==> src/design/muting_monitor_pkg.sv <==
// Purpose: constants for the light curtain muting monitor
// Assumes: 100 MHz clock, 100 ms timebase tick
// Notes:   times held in tenths of a second
package muting_monitor_pkg;
   localparam int unsigned CLK_HZ          = 100_000_000;
   localparam int unsigned TICK_MS         = 100;
   localparam int unsigned TICK_CYCLES     = CLK_HZ / 1000 * TICK_MS;
   localparam int unsigned TIME_W          = 13;
   // times in ticks of 0.1 s; zero means off
   localparam logic [12:0] DISCREP_DEFAULT = 13'h001e;
   localparam logic [12:0] BRIDGE_DEFAULT  = 13'h0000;
   localparam logic [12:0] SYNC_DEFAULT    = 13'h0028;
   localparam logic [12:0] BYPASS_DEFAULT  = 13'h0000;
   localparam logic [15:0] DG_NO_ENABLE    = 16'h0000;
   localparam logic [15:0] DG_WAIT_FIRST   = 16'h2001;
   localparam logic [15:0] DG_WAIT_SECOND  = 16'h2002;
   localparam logic [15:0] DG_WAIT_ACK_HI  = 16'h2003;
   localparam logic [15:0] DG_WAIT_ACK_LO  = 16'h2004;
   localparam logic [15:0] DG_STARTUP      = 16'h200e;
   localparam logic [15:0] DG_FREE         = 16'h8005;
   localparam logic [15:0] DG_MUTING       = 16'h8006;
   localparam logic [15:0] DG_ERR_DISCREP  = 16'hf001;
   localparam logic [15:0] DG_ERR_SYNC     = 16'hf003;
   localparam logic [15:0] DG_ERR_BRIDGE   = 16'hf004;
   typedef enum logic [1:0] {
      auto_restart_mode     = 2'h0,
      manual_start_mode     = 2'h1, // default
      controlled_start_mode = 2'h2
   } restart_t;
   typedef enum logic [1:0] {
      two_sensor_parallel   = 2'h0, // default
      two_sensor_serial     = 2'h1,
      four_sensor_parallel  = 2'h2,
      four_sensor_sequential = 2'h3
   } sensors_t;
   typedef enum logic [6:0] {
      st_off     = 7'h01,
      st_first   = 7'h02,
      st_second  = 7'h04,
      st_ack_hi  = 7'h08,
      st_ack_lo  = 7'h10,
      st_free    = 7'h20,
      st_fault   = 7'h40
   } state_t;
endpackage

==> src/design/muting_monitor_block.sv <==
// Purpose: two-channel light curtain monitor with muting and bypass
// Assumes: all sensor and command inputs are asynchronous pins
// Notes:   one clock; timers advance on a 100 ms tick enable
module muting_monitor_block
   import muting_monitor_pkg::*;
#(
   parameter int unsigned TICK_LEN = TICK_CYCLES
) (
   input  wire logic              clock_in,
   input  wire logic              rst_n_in,
   input  wire logic              curtain_channel_one_in,
   input  wire logic              curtain_channel_two_in,
   input  wire logic              group_a_first_sensor_in,
   input  wire logic              group_a_second_sensor_in,
   input  wire logic              group_b_first_sensor_in,
   input  wire logic              group_b_second_sensor_in,
   input  wire logic              bypass_request_input_in,
   input  wire logic              acknowledge_input_in,
   input  wire logic              activation_in,
   input  wire logic              no_external_activation_in,
   input  wire logic [1:0]        restart_mode_in,
   input  wire logic [1:0]        sensor_mode_in,
   input  wire logic              power_up_check_in,
   input  wire logic [TIME_W-1:0] discrepancy_window_in,
   input  wire logic [TIME_W-1:0] bridging_limit_in,
   input  wire logic [TIME_W-1:0] sync_window_in,
   input  wire logic [TIME_W-1:0] bypass_limit_in,
   output logic                   safe_enable_contact_out,
   output logic                   muting_active_contact_out,
   output logic                   fault_contact_out,
   output logic [TIME_W-1:0]      discrepancy_elapsed_out,
   output logic [TIME_W-1:0]      bridging_elapsed_out,
   output logic [TIME_W-1:0]      sync_elapsed_out,
   output logic [TIME_W-1:0]      bypass_elapsed_out,
   output logic [15:0]            diagnostic_word_out
);
   // ************************************************************
   // reset release and input synchronisers
   // ************************************************************
   logic [1:0] rst_sync;
   logic       rst_n;
   always_ff @(posedge clock_in or negedge rst_n_in) begin
      if (!rst_n_in) rst_sync <= 2'h0;
      else rst_sync <= {rst_sync[0], 1'b1};
   end
   assign rst_n = rst_sync[1];
   localparam int unsigned NPIN = 9;
   logic [NPIN-1:0] pin_raw, pin_s1, pin_s2;
   assign pin_raw = {activation_in, acknowledge_input_in,
                     bypass_request_input_in,
                     group_b_second_sensor_in, group_b_first_sensor_in,
                     group_a_second_sensor_in, group_a_first_sensor_in,
                     curtain_channel_two_in, curtain_channel_one_in};
   always_ff @(posedge clock_in or negedge rst_n) begin
      if (!rst_n) {pin_s2, pin_s1} <= '0;
      else {pin_s2, pin_s1} <= {pin_s1, pin_raw};
   end
   logic ch1, ch2, a1, a2, b1, b2, byp, ack, act;
   assign {act, ack, byp, b2, b1, a2, a1, ch2, ch1} = pin_s2;
   // ************************************************************
   // timebase tick
   // ************************************************************
   logic [31:0] tick_cnt, next_tick_cnt;
   logic        tick;
   always_comb begin
      tick = (tick_cnt == 32'(TICK_LEN - 1));
      next_tick_cnt = tick ? 32'h0 : tick_cnt + 32'h1;
   end
   always_ff @(posedge clock_in or negedge rst_n) begin
      if (!rst_n) tick_cnt <= 32'h0;
      else tick_cnt <= next_tick_cnt;
   end

   // timer helper: saturating count while running, else zero
   function automatic logic [TIME_W-1:0] step(
      input logic run, input logic tk, input logic [TIME_W-1:0] v);
      if (!run) return '0;
      if (tk && v != '1) return v + 1'b1;
      return v;
   endfunction
   // a limit of zero never expires
   function automatic logic expired(
      input logic [TIME_W-1:0] v, input logic [TIME_W-1:0] lim);
      return (lim != '0) && (v >= lim);
   endfunction
   // ************************************************************
   // conditions
   // ************************************************************
   logic enabled, both_clear, one_clear, four_mode;
   logic grp_a_on, grp_b_on, grp_mismatch, mute_cond;
   assign enabled    = no_external_activation_in || act;
   assign both_clear = ch1 && ch2;
   assign one_clear  = ch1 ^ ch2;
   assign four_mode  = sensor_mode_in[1];
   assign grp_a_on   = a1 && a2;
   assign grp_b_on   = b1 && b2;
   // two-sensor serial muting needs group a; four-sensor sequential accepts either group being active
   assign mute_cond  = sensor_mode_in[0] ?
                       (grp_a_on || (four_mode && grp_b_on)) :
                       (grp_a_on && (!four_mode || grp_b_on) ||
                        grp_a_on && four_mode);
   assign grp_mismatch = (a1 ^ a2) || (four_mode && (b1 ^ b2));

   // ************************************************************
   // state machine and timers
   // ************************************************************
   state_t            state, next_state;
   logic              muting, next_muting, bypassing, next_bypassing;
   logic              started, next_started;
   logic [15:0]       err_code, next_err_code;
   logic [TIME_W-1:0] t_dis, t_brg, t_syn, t_byp;
   logic [TIME_W-1:0] next_t_dis, next_t_brg, next_t_syn, next_t_byp;
   logic              dis_err, syn_err, brg_err;

   always_comb begin
      next_t_dis = step(one_clear, tick, t_dis);
      next_t_syn = step(grp_mismatch, tick, t_syn);
      next_t_brg = step(muting, tick, t_brg);
      // held once spent, so a request kept high cannot re-arm it
      next_t_byp = expired(t_byp, bypass_limit_in) ? t_byp :
                   step(byp && state == st_fault, tick, t_byp);
      dis_err = expired(t_dis, discrepancy_window_in);
      syn_err = expired(t_syn, sync_window_in);
      brg_err = expired(t_brg, bridging_limit_in);
      next_state     = state;
      next_started   = started;
      next_err_code  = err_code;
      // muting only from free, so a fault cannot re-arm it
      next_muting = (state == st_free) && mute_cond &&
                    !brg_err && !syn_err;
      // bypass only while muting sensors are engaged after a fault
      next_bypassing = byp && (state == st_fault) && mute_cond &&
                       !expired(t_byp, bypass_limit_in) &&
                       bypass_limit_in != '0;
      if (!enabled) begin
         next_state   = st_off;
         next_started = 1'b0;
      end else begin
         case (state)
            st_off: next_state = st_first;
            st_first: begin
               if (ch1 || ch2) next_state = st_second;
            end
            st_second: begin
               if (dis_err) begin
                  next_state    = st_fault;
                  next_err_code = DG_ERR_DISCREP;
               end else if (both_clear) begin
                  if (power_up_check_in && !started)
                     next_state = st_ack_hi; // startup check wants ack
                  else if (restart_mode_in == auto_restart_mode)
                     next_state = st_free;
                  else
                     next_state = st_ack_hi;
               end else if (!ch1 && !ch2)
                  next_state = st_first;
            end
            st_ack_hi: begin
               if (!both_clear) next_state = st_first;
               else if (ack) begin
                  // manual start releases on the press itself
                  if (restart_mode_in == manual_start_mode) begin
                     next_state   = st_free;
                     next_started = 1'b1;
                  end else next_state = st_ack_lo;
               end
            end
            st_ack_lo: begin
               if (!both_clear) next_state = st_first;
               else if (!ack) begin
                  next_state   = st_free;
                  next_started = 1'b1;
               end
            end
            st_free: begin
               if (syn_err || brg_err) begin
                  next_state    = st_fault;
                  next_err_code = syn_err ? DG_ERR_SYNC : DG_ERR_BRIDGE;
               end else if (!both_clear && !muting)
                  next_state = st_first;
            end
            st_fault: begin
               // acknowledged by dropping both channels once no sync error is present
               if (!ch1 && !ch2 && !syn_err) begin
                  next_state    = st_first;
                  next_err_code = DG_NO_ENABLE;
               end
            end
            default: next_state = st_off;
         endcase
      end
   end

   always_ff @(posedge clock_in or negedge rst_n) begin
      if (!rst_n) begin
         state     <= st_off;
         muting    <= 1'b0;
         bypassing <= 1'b0;
         started   <= 1'b0;
         err_code  <= DG_NO_ENABLE;
         t_dis     <= '0;
         t_brg     <= '0;
         t_syn     <= '0;
         t_byp     <= '0;
      end else begin
         state     <= next_state;
         muting    <= next_muting;
         bypassing <= next_bypassing;
         started   <= next_started;
         err_code  <= next_err_code;
         t_dis     <= next_t_dis;
         t_brg     <= next_t_brg;
         t_syn     <= next_t_syn;
         t_byp     <= next_t_byp;
      end
   end

   // ************************************************************
   // outputs
   // ************************************************************
   logic [15:0] next_dg;
   always_comb begin
      case (state)
         st_off:    next_dg = DG_NO_ENABLE;
         st_first:  next_dg = DG_WAIT_FIRST;
         st_second: next_dg = DG_WAIT_SECOND;
         st_ack_hi: next_dg = (power_up_check_in && !started) ?
                              DG_STARTUP : DG_WAIT_ACK_HI;
         st_ack_lo: next_dg = DG_WAIT_ACK_LO;
         st_free:   next_dg = muting ? DG_MUTING : DG_FREE;
         st_fault:  next_dg = err_code;
         default:   next_dg = DG_NO_ENABLE;
      endcase
   end
   always_ff @(posedge clock_in or negedge rst_n) begin
      if (!rst_n) diagnostic_word_out <= DG_NO_ENABLE;
      else diagnostic_word_out <= next_dg;
   end

   // safe when free with clear curtain, or bridged by muting/bypass
   assign safe_enable_contact_out = (state == st_free) &&
                                    (both_clear || muting) ||
                                    bypassing;
   assign muting_active_contact_out = muting || bypassing;
   assign fault_contact_out = (state == st_fault);
   assign discrepancy_elapsed_out = t_dis;
   assign bridging_elapsed_out    = t_brg;
   assign sync_elapsed_out        = t_syn;
   assign bypass_elapsed_out      = t_byp;
endmodule

==> config.mk <==
export PLATFORM = sky130hd
export DESIGN_NAME = muting_monitor_block
export DESIGN_NICKNAME = d
export VERILOG_FILES = /design/src/design/muting_monitor_pkg.sv /design/src/design/muting_monitor_block.sv
export SDC_FILE = /design/constraint.sdc
export NUM_CORES = 1
export LEC_CHECK = 0
export ABC_AREA = 1
export BUFFER_PORTS_ARGS = -buffer_cell sky130_fd_sc_hd__buf_4
export CAP_MARGIN = 15
export CORE_ASPECT_RATIO = 0.9
export CORE_MARGIN = 2
export CORE_UTILIZATION = 48
export CTS_BUF_LIST = sky130_fd_sc_hd__clkbuf_2 sky130_fd_sc_hd__clkbuf_4 sky130_fd_sc_hd__clkbuf_8
export CTS_CLUSTER_DIAMETER = 80
export DETAILED_ROUTE_END_ITERATION = 7
export PLACE_DENSITY = 0.78
export SLEW_MARGIN = 20
export SYNTH_ARGS = -nofsm -noshare
export SYNTH_HDL_FRONTEND = slang
export SYNTH_SLANG_ARGS = --single-unit
==> constraint.sdc <==
create_clock -name clock_in -period 3.5 [get_ports clock_in]
set_input_delay 0.175 -clock clock_in [delete_from_list [all_inputs] [get_ports clock_in]]
set_output_delay 0.175 -clock clock_in [all_outputs]
set_load 0.02 [all_outputs]
==> results.md, run 1 <==
- Via/cell ratio: ~5.2
- Crit share post-route: 69.7%
- Reg-to-reg slack, setup: approximately 1.1 ns
- Remaining DRCs: 0
- Top cell type's share of synthesized area: roughly 38%
- Initial antenna violation count: 0
- CTS Hold Bufs: 10
- Synth Register Bits: ~130
- CTS H-Tree Depth: 4
- Top cells by count, synth: 221 x nand2_1, 189 x inv_1, 124 x dfrtp_1
- Post-CTS Resized: 0
- Worst setup path class: flop to flop
- Detailed Routing Iterations Pass 1: 5
- CP endpoint kind: flop
- Area of the core: approximately 17000 um^2
- Synth area leader: dfrtp_1
- DR vias: about 7500
- Worst path slowest cell: dfstp_2
- Worst rel slew slack: 45.4%
- Clock buffer depth: 2
- CP cell instances: inv_1 > nand2_1 > inv_1 > nand2_1 > inv_2 > nand2_1 > inv_2 > nand2_1 > inv_1 > nand2_1 > nand2_2 > inv_2 > nand2_1 > nand2_1
- Die X: roughly 140 um
- Post-synth top flop: dfrtp_1
- Min Tclk post-route: 2.44 ns
- Achievable frequency: a little over 400 MHz
- Reg clk slew, reported paths: roughly 0.070 ns
- Post-synth EDFFs: 0
- Sink Count: roughly 130
- Worst stage delay on the critical path: 0.54 ns
- Root Driver: clkbuf_8
- Fill count: about 1500
- Die Ht: 128 um
- Syn_area_per_cell: approximately 7.7 um^2
- Final ANT Viol Nets: 0
- Routability-driven placement congestion ratio: between 0.8 and 0.9
- Pin count of the biggest net entering global routing: 63
- Cell Int Power: 2300 uW
- Synth area leaders: dfrtp_1 38%, nand2_1 10%, ha_1 9.3%
- Finished layout cell area: 9940 um^2
- CP delay by family, top: simple AND/OR/NAND/NOR gates
- I/O pins: 140
- Layout cell share with drive strength beyond 1: 17.8%
- CTS tree: yes
- Port bufs: 131
- Die area: 18200 um^2
- Setup TNS: 0 ns
- Worst path required time: between 3 and 4 ns
- Iteration-0 DRC Markers: between 400 and 500
- Max-slew violations: 0
- # Post-CTS Setup Buffers: 0
- Crit path arrival time: 2.82 ns
- Ys Warns: 0
- Total GRT Usage: 22.5%
- Worst slew pin tran: 0.820 ns
- Comb power frac: approximately 13%
- Clk pwr share: 38.1%
- Clk_skew: about 0.012 ns
- Dpl cell area: 9470 um^2
- Most frequent cell after synthesis: nand2_1
- CP Max Fanout: 15
- Outcome: finished, final reports clean
- Wirelength, routed: 19600 um
- Sw power: between 800 and 900 uW
- Sequential area share after synthesis: between 30% and 40%
- Final hold violation count: 0
- Synth Instances: ~1100
- Diode count: 0
- FF-to-FF path depth: 14
- Asr flop ratio synth: 100%
- WL/cell: 13.6 um
- P per Cell Area: 313 nW/um^2
- Worst Hold Class: primary input to async pin
- Max-cap violations: 0
- Area Growth Syn to Fin: 20.5%
- Skew-Pair Late Insertion Delay: 0.44 ns
- Synth Cell Area: 8250 um^2
- Count of final setup violators: 0
- Nets: 1354
- Worst setup SP type: flop
- RR Endpoint: bypass_elapsed_out[12]
- Post-synth cell types: 47
- First-pass GRT wire length: 33000 um
- RSZ-0062 raised after global routing: false
- Post-layout util: 59.1%
- Total global routing overflow: 0
- Sw Share: a little over a quarter
- Most frequent CP cell: nand2_1
- Crit Reg-Reg Startpoint: state[0]
- Bufs and invs on worst path: 6
- DP Wirelength: 15100 um
- Static Leakage: 0.00513 uW
- Vias in the first global route: roughly 7100
- Core Rows: 45
- Peak supply drop: 0.224 mV
- CTS Buf Count: 17
- Starting Density: around half
- Sequential Power Share: 49.4%
==> metrics by stage <==
stage                     worst slack [ns]  hold WS [ns]  total power [uW]  instances
after global routing                 0.794        0.0218              3270       1448
after CTS                             1.05       0.00717              3150       1448
after detailed placement              1.08       -0.0403              1940       1406
after floorplan                       1.42        -0.121              1800       1075
after global placement                1.21       -0.0411              1930       1406
final                                 1.06        0.0538              3110       1448
==> cells by family (layout without fill, tap and decap cells) <==
logic type               count (synthesis)  in the layout  share of synthesized area [%]
flip-flops                             125            125                           37.9
AO/OA/AOI/OAI                           97             97                           6.95
buffers and inverters                  216            378                           10.4
AND/OR/NAND/NOR                        521            521                           30.5
XOR/XNOR                                46             46                           4.88
other                                    2              9                         0.0911
adder cells (fa/ha/maj)                 61             61                           9.25
==> worst register-to-register path, cell delays in order, from the launching register on <==
cell and delay, ns:
dfstp_2 0.54, inv_1 0.04, nand2_1 0.11, inv_1 0.08
nand2_1 0.12, inv_2 0.07, nand2_1 0.13, inv_2 0.11
nand2_1 0.39, inv_1 0.14, nand2_1 0.11, nand2_2 0.18
inv_2 0.23, nand2_1 0.09, nand2_1 0.06
==> cell type report <==
cell class | instances | area, um^2 | share of cell area, %
clock inverters | 7 | 67.6 | 0.680
well taps | 211 | 264 | 2.66
flip-flops and latches | 125 | 3130 | 31.5
multi-input cells | 734 | 4290 | 43.1
inverters | 200 | 751 | 7.55
repair buffers | 146 | 1130 | 11.4
clock buffers | 25 | 307 | 3.08
==> sequential cells by signal, indices dropped and copies added (netlist names) <==
signal / cells
sync_elapsed_out: 13
muting: 1
discrepancy_elapsed_out: 13
pin_s2: 9
bypassing: 1
pin_s1: 9
bypass_elapsed_out: 13
diagnostic_word_out: 7
tick_cnt: 32
rst_sync: 2
bridging_elapsed_out: 13
started: 1
state: 7
err_code: 4
==> worst max path at each step <==
| stage | startpoint | end | cells after the start |
|---|---|---|---|
| after floorplan | rst_sync[1] | bridging_elapsed_out[0] | 0 |
| after global placement | state[0] | bypass_elapsed_out[8] | 14 |
| after detailed placement | state[0] | bypass_elapsed_out[12] | 14 |
| after CTS | state[0] | bypass_elapsed_out[12] | 14 |
| after global routing | tick_cnt[0] | discrepancy_elapsed_out[4] | 9 |
| final | state[0] | bypass_elapsed_out[12] | 14 |
==> per-layer routing <==
metal  vias up  track usage, %  share of wire [%]
met1      3459            30.2                 46
li1       3799               -                  -
met5         -               0                  0
met4         0            8.24                1.9
met2       254            35.9                 45
met3        30            5.43                7.2
==> power groups by stage <==
| stage | logic (uW) | clock network (uW) | registers [uW] |
|---|---|---|---|
| 2_1_floorplan | 216 | 0 | 1580 |
| 3_3_place_gp | 368 | 0 | 1560 |
| 3_5_place_dp | 378 | 0 | 1570 |
| 4_1_cts | 389 | 1220 | 1540 |
| 5_1_grt | 437 | 1290 | 1550 |
| 6_report | 389 | 1190 | 1540 |
==> placed cells by master, fill, tap and decap left out, types with 4 or more instances in the layout <==
cell type and n:
nand2_2 8, xor2_1 40, nor3_1 48, buf_4 135
inv_1 189, a21oi_1 31, nand3b_1 4, inv_2 9
ha_1 61, a31oi_1 4, conb_1 9, nor2_4 4
nand3_1 68, o21ai_0 34, nor2_1 77, dlygate4sd3_1 10
nand2_1 221, nand3_2 4, o21a_1 4, nor2_2 5
nand4_1 40, nor3_2 4, or2_2 4, o31ai_1 14
nor4_1 19, clkbuf_8 19, clkbuf_4 6, xnor2_1 6
dfrtp_1 123
(Power assumes the default switching activity.)
==> inputs of run 2 (changes only) <==
PLACE_DENSITY = 0.75   (was 0.78)
clock period = 2.44 ns   (was 3.5 ns; I/O delays follow)
==> results.md, run 2 (synthesis results as in run 1) <==
- Outcome: finished, final reports clean (unchanged)
- Iteration-0 DRC Markers: 438 (was 474)
- Pin count of the biggest net entering global routing: 47 (was 63)
- WL/cell: 13.9 um (was 13.6 um)
- Min Tclk post-route: 2.23 ns (was 2.44 ns)
- Total GRT Usage: 23.5% (was 22.5%)
- Hold Crit Start: restart_mode_in[1]
- Fin Hold WS: 0.0949 ns (was 0.0538 ns)
- Crit path arrival time: 2.62 ns (was 2.82 ns)
- Critical Path Source: bypass_elapsed_out[4] (was state[0])
- Crit Reg-Reg Startpoint: bypass_elapsed_out[4] (was state[0])
- Largest Register: tick_cnt (unchanged)
- Commonest non-fill, non-tap cell in the layout: nand2_1 (unchanged)
- Final worst slack: 0.211 ns (was 1.06 ns)
- Total power: 4850 uW (was 3110 uW)
- Die X: 142 um (unchanged)
- Initial antenna violation count: 0 (unchanged)
- I/O pins: 140 (unchanged)
- Worst path slowest cell: dfrtp_1 (was dfstp_2)
- Max-slew violations: 0 (unchanged)
- CP Max Fanout: 15 (unchanged)
- Diode count: 0 (unchanged)
- Worst stage delay on the critical path: 0.40 ns (was 0.54 ns)
- DP Wirelength: 16100 um (was 15100 um)
- CTS tree: yes (unchanged)
- Max reg flops: 32 (unchanged)
- CTS Buf Count: 17 (unchanged)
- Worst rel slew slack: 57.4% (was 45.4%)
- Worst setup path class: flop to flop (unchanged)
- Sink Count: 125 (unchanged)
- Area of the core: 16800 um^2 (unchanged)
- Worst Hold Class: primary input to flop (was primary input to async pin)
- Fill count: 1459 (was 1496)
- Clock buffer depth: 2 (unchanged)
- Total global routing overflow: 0 (unchanged)
- Commonest non-fill, non-tap cells in the layout: 221 x nand2_1, 189 x inv_1, 163 x buf_4 (was 221 x nand2_1, 189 x inv_1, 135 x buf_4)
- Static Leakage: 0.00535 uW (was 0.00513 uW)
- Achievable frequency: 449 MHz (was 410 MHz)
- Core Rows: 45 (unchanged)
- Layout cell share with drive strength beyond 1: 19.6% (was 17.8%)
- Final hold violation count: 0 (unchanged)
- First-pass GRT wire length: 34200 um (was 33000 um)
- Clk_skew: 0.0115 ns (was 0.0118 ns)
- Die area: 18200 um^2 (unchanged)
- Final ANT Viol Nets: 0 (unchanged)
- CP delay by family, top: compound AO/OA/AOI/OAI gates (was simple AND/OR/NAND/NOR gates)
- Area Growth Syn to Fin: 25.0% (was 20.5%)
- Multi-input logic area: 4300 um^2 (was 4290 um^2)
- Via/cell ratio: 5.21 (about the same)
- Pre-CTS setup slack: 0.212 ns (was 1.08 ns)
- Die Ht: 128 um (unchanged)
- Peak supply drop: 0.401 mV (was 0.224 mV)
- Port bufs: 131 (unchanged)
- P per Cell Area: 471 nW/um^2 (was 313 nW/um^2)
- Detailed Routing Iterations Pass 1: 5 (unchanged)
- Wirelength, routed: 20600 um (was 19600 um)
- Nets: 1388 (was 1354)
- Skew-Pair Late Insertion Delay: 0.46 ns (was 0.44 ns)
- Bufs and invs on worst path: 1 (was 6)
- Vias in the first global route: 7244 (was 7144)
- Reg clk slew, reported paths: 0.08 ns (was 0.07 ns)
- CTS H-Tree Depth: 4 (unchanged)
- Setup TNS: 0 ns (unchanged)
- Most frequent CP cell: nand2_1 (unchanged)
- Max-cap violations: 0 (unchanged)
- Crit share post-route: 91.3% (was 69.7%)
- Worst setup SP type: flop (unchanged)
- Remaining DRCs: 0 (unchanged)
- CP endpoint kind: flop (unchanged)
- Worst slew pin tran: 0.638 ns (was 0.820 ns)
- Root Driver: clkbuf_8 (unchanged)
- Count of final setup violators: 0 (unchanged)
- CP cell instances: ha_1 > a21oi_1 > o21ai_0 > o21a_1 > o21ai_0 > nand2_1 > nand2_1 > nand2_2 > inv_2 > nand2_1 > nand2_1 (was inv_1 > nand2_1 > inv_1 > nand2_1 > inv_2 > nand2_1 > inv_2 > nand2_1 > inv_1 > nand2_1 > nand2_2 > inv_2 > nand2_1 > nand2_1)
- DR vias: 7718 (was 7542)
- Routability-driven placement congestion ratio: 0.921 (was 0.897)
- Worst path required time: 2.83 ns (was 3.88 ns)
- Reg area: 3130 um^2 (unchanged)
- Starting Density: 49.0% (unchanged)
-- run 2: changes by cell type in the layout (fill, tap and decap cells not counted), sizes merged --
| cell | delta |
|---|---|
| inv | +4 |
| buf | +29 |
| clkbuf | -7 |
| clkinvlp | -2 |
| bufinv | +3 |
| dlygate4sd3 | +5 |
| clkinv | +2 |
-- run 2: metrics by stage --
| stage | area [um^2] | utilization, % | instances |
|---|---|---|---|
| after floorplan | 8280 | - | 1075 |
| after global placement | 9700 | 57.6 | 1435 |
| after detailed placement | 9700 | 57.6 | 1435 |
| after CTS | 10300 | 61.2 | 1482 |
| after global routing | 10300 | 61.2 | 1482 |
| final | 10300 | 61.2 | 1482 |
-- run 2: per-layer routing --
metal	up-vias	routed length [um]	track usage, %
met5	-	0	0
met2	267	9300	37.1
met1	3559	9560	32.3
li1	3863	-	-
met3	29	1430	5.81
met4	0	346	6.76
-- run 2: path summary, 6_finish.rpt --
| check | end | slack [ns] | depth (start not counted) |
|---|---|---|---|
| max in group asynchronous | state[0] | 1.36 | 1 |
| setup reg to reg | bypass_elapsed_out[6] | 0.21 | 11 |
| hold / removal | state[3] | 0.09 | 5 |
| setup / recovery | bypass_elapsed_out[6] | 0.21 | 11 |
| min in group asynchronous | discrepancy_elapsed_out[11] | 0.37 | 0 |
| hold reg to reg | pin_s2[6] | 0.35 | 0 |
-- run 2: timing repair --
item	in CTS	in global routing
resized for setup	0	1
setup endpoints to repair	0	2
setup buffers	0	0
hold buffers	15	0
hold endpoints to repair	14	0
-- run 2: where the power goes --
group          internal [uW]  switching (uW)  total [uW]
combinational            244             342         586
clock                   1150             919        2070
sequential              2150            48.6        2200
-- run 2: worst reg2reg max path: cells and delay by family (launching register included) --
kind	cells	cell delay, ns
buffers and inverters	1	0.22
DFF	1	0.40
AOI/OAI and AO/OA	4	0.65
adders and majority gates	1	0.31
and+or+nand+nor	5	0.59
-- run 2: area by class of cell --
type | instances | share of cell area, %
clock inverter | 14 | 2.03
tap | 211 | 2.56
sequential | 125 | 30.4
inverter | 200 | 7.28
multi-input combinational | 734 | 41.7
clock buffer | 18 | 2.34
timing repair buffer | 180 | 13.7
==> inputs of run 3 (changes only) <==
PLACE_DENSITY = 0.78   (was 0.75)
clock period = 1.9 ns   (was 2.44 ns; I/O delays follow)
==> results.md, run 3 (synthesis results as in run 1) <==
- Detailed Routing Iterations Pass 1: 7 (was 5)
- Setup TNS: -3.89 ns (was 0 ns)
- Skew-Pair Late Insertion Delay: 0.47 ns (was 0.46 ns)
- Max-slew violations: 0 (unchanged)
- Total GRT Usage: 27.2% (was 23.5%)
- Crit share post-route: 110% (was 91.3%)
- Final worst slack: -0.184 ns (was 0.211 ns)
- Placed Cells: 1540 (was 1435)
- Starting Density: 49.0% (unchanged)
- Worst setup SP type: flop (unchanged)
- DR vias: 9000 (was 7718)
- Peak supply drop: 0.424 mV (was 0.401 mV)
- Die area: 18200 um^2 (unchanged)
- I/O pins: 140 (unchanged)
- Core Rows: 45 (unchanged)
- Sink Count: 125 (unchanged)
- CP endpoint kind: flop (unchanged)
- Dpl cell area: 10600 um^2 (was 9700 um^2)
- Achievable frequency: 480 MHz (was 449 MHz)
- Outcome: finished with violations (was finished, final reports clean)
- RSZ-0062 raised after global routing: true
- DP Wirelength: 17800 um (was 16100 um)
- Vias in the first global route: 8486 (was 7244)
- Reg-to-reg slack, setup: -0.18 ns (was 0.21 ns)
- CP cell instances: ha_4 > nand2_1 > nor2_2 > nand2_1 > nor2_1 > nor2_1 > nand3_1 > nand2_2 > nand3_4 > nand4_4 > or2_4 > nand2_1 (was ha_1 > a21oi_1 > o21ai_0 > o21a_1 > o21ai_0 > nand2_1 > nand2_1 > nand2_2 > inv_2 > nand2_1 > nand2_1)
- Worst setup path class: flop to flop (unchanged)
- Final ANT Viol Nets: 0 (unchanged)
- Via/cell ratio: 5.54 (was 5.21)
- Worst rel slew slack: 63.7% (was 57.4%)
- CTS tree: yes (unchanged)
- Port bufs: 131 (unchanged)
- WL/cell: 17.0 um (was 13.9 um)
- Die Ht: 128 um (unchanged)
- Max reg flops: 32 (unchanged)
- P per Cell Area: 492 nW/um^2 (was 471 nW/um^2)
- Worst slew pin tran: 0.540 ns (was 0.638 ns)
- Final hold violation count: 0 (unchanged)
- Most frequent CP cell: nand2_1 (unchanged)
- Area Growth Syn to Fin: 50.3% (was 25.0%)
- Post-layout util: 73.6% (was 61.2%)
- Min Tclk post-route: 2.08 ns (was 2.23 ns)
- Commonest non-fill, non-tap cell in the layout: buf_4 (was nand2_1)
- Finished Layout Cells: 1626 (was 1482)
- Failing checks: negative setup slack
- CTS Buf Count: 17 (unchanged)
- Pin count of the biggest net entering global routing: 35 (was 47)
- Total global routing overflow: 0 (unchanged)
- Wirelength, routed: 27600 um (was 20600 um)
- Layout cell share with drive strength beyond 1: 39.6% (was 19.6%)
- Iteration-0 DRC Markers: 614 (was 438)
- Worst stage delay on the critical path: 0.43 ns (was 0.40 ns)
- Finished layout cell area: 12400 um^2 (was 10300 um^2)
- Crit path arrival time: 2.49 ns (was 2.62 ns)
- Worst path required time: 2.31 ns (was 2.83 ns)
- Static Leakage: 0.00627 uW (was 0.00535 uW)
- Bufs and invs on worst path: 0 (was 1)
- Clock buffer depth: 2 (unchanged)
- CP delay by family, top: simple AND/OR/NAND/NOR gates (was compound AO/OA/AOI/OAI gates)
- Largest Register: tick_cnt (unchanged)
- Root Driver: clkbuf_8 (unchanged)
- Area of the core: 16800 um^2 (unchanged)
- Worst path slowest cell: dfrtp_1 (unchanged)
- CTS H-Tree Depth: 4 (unchanged)
- Initial antenna violation count: 0 (unchanged)
- Routability-driven placement congestion ratio: 0.997 (was 0.921)
- Die X: 142 um (unchanged)
- Pre-CTS setup slack: -0.163 ns (was 0.212 ns)
- Remaining DRCs: 0 (unchanged)
- Count of final setup violators: 55 (was 0)
- Reg clk slew, reported paths: 0.08 ns (about the same)
- Clk_skew: 0.0103 ns (was 0.0115 ns)
- CP Max Fanout: 6 (was 15)
- Worst Hold Class: primary input to flop (unchanged)
- First-pass GRT wire length: 39600 um (was 34200 um)
- Commonest non-fill, non-tap cells in the layout: 286 x buf_4, 175 x inv_1, 169 x nand2_1 (was 221 x nand2_1, 189 x inv_1, 163 x buf_4)
- Max-cap violations: 0 (unchanged)
- Nets: 1532 (was 1388)
- Diode count: 0 (unchanged)
## run 3: worst reg2reg max path: cells and delay by family (launching register included)
family / cells / cell delay [ns]
simple gates: 11 / 1.30
flops: 1 / 0.43
fa+ha+maj: 1 / 0.29
## run 3: path summary, 6_finish.rpt
kind	startpoint	to	cells after the start
setup / recovery	bridging_elapsed_out[8]	state[6]	12
hold / removal	no_external_activation_in	started	4
setup reg to reg	bridging_elapsed_out[8]	state[6]	12
hold reg to reg	rst_sync[1]	bypass_elapsed_out[1]	0
max in group asynchronous	rst_sync[1]	bridging_elapsed_out[0]	1
min in group asynchronous	rst_sync[1]	bypass_elapsed_out[1]	0
## run 3: layout make-up
class	count	area, um^2
Sequential cell	125	3160
Clock inverter	14	135
Fill cell	1130	4440
Tap cell	211	264
Clock buffer	18	248
Inverter	200	793
Multi-Input combinational cell	734	5230
Timing Repair Buffer	324	2570
## run 3: stage by stage
stage               power [uW]  hold WS [ns]
floorplan                 3320        -0.201
global placement          3620        -0.122
detailed placement        3640        -0.121
CTS                       5980        0.0195
global route              6310        0.0389
finish                    6100        0.0410
## run 3: what timing repair did
action | 4_1_cts | 5_1_grt
hold endpoints to repair | 14 | 0
endpoints found under the setup margin | 53 | 77
cloned | 0 | 1
hold buffers | 14 | 0
pin swaps | 33 | 60
gates resized for setup | 67 | 189
setup buffers | 14 | 25
## run 3: power breakdown
part           leakage, uW  internal (uW)  switching, uW
clock network     0.000183           1090           1210
logic              0.00444            410            560
registers          0.00165           2760           58.9
total              0.00627           4260           1830
## run 3: routing by layer
layer	GRT usage, %	share of wire (%)	up-vias
met5	0	0	-
met4	8.82	3.4	0
met3	5.32	7.6	103
met2	47.6	49	485
met1	33.9	40	4255
li1	-	-	4157
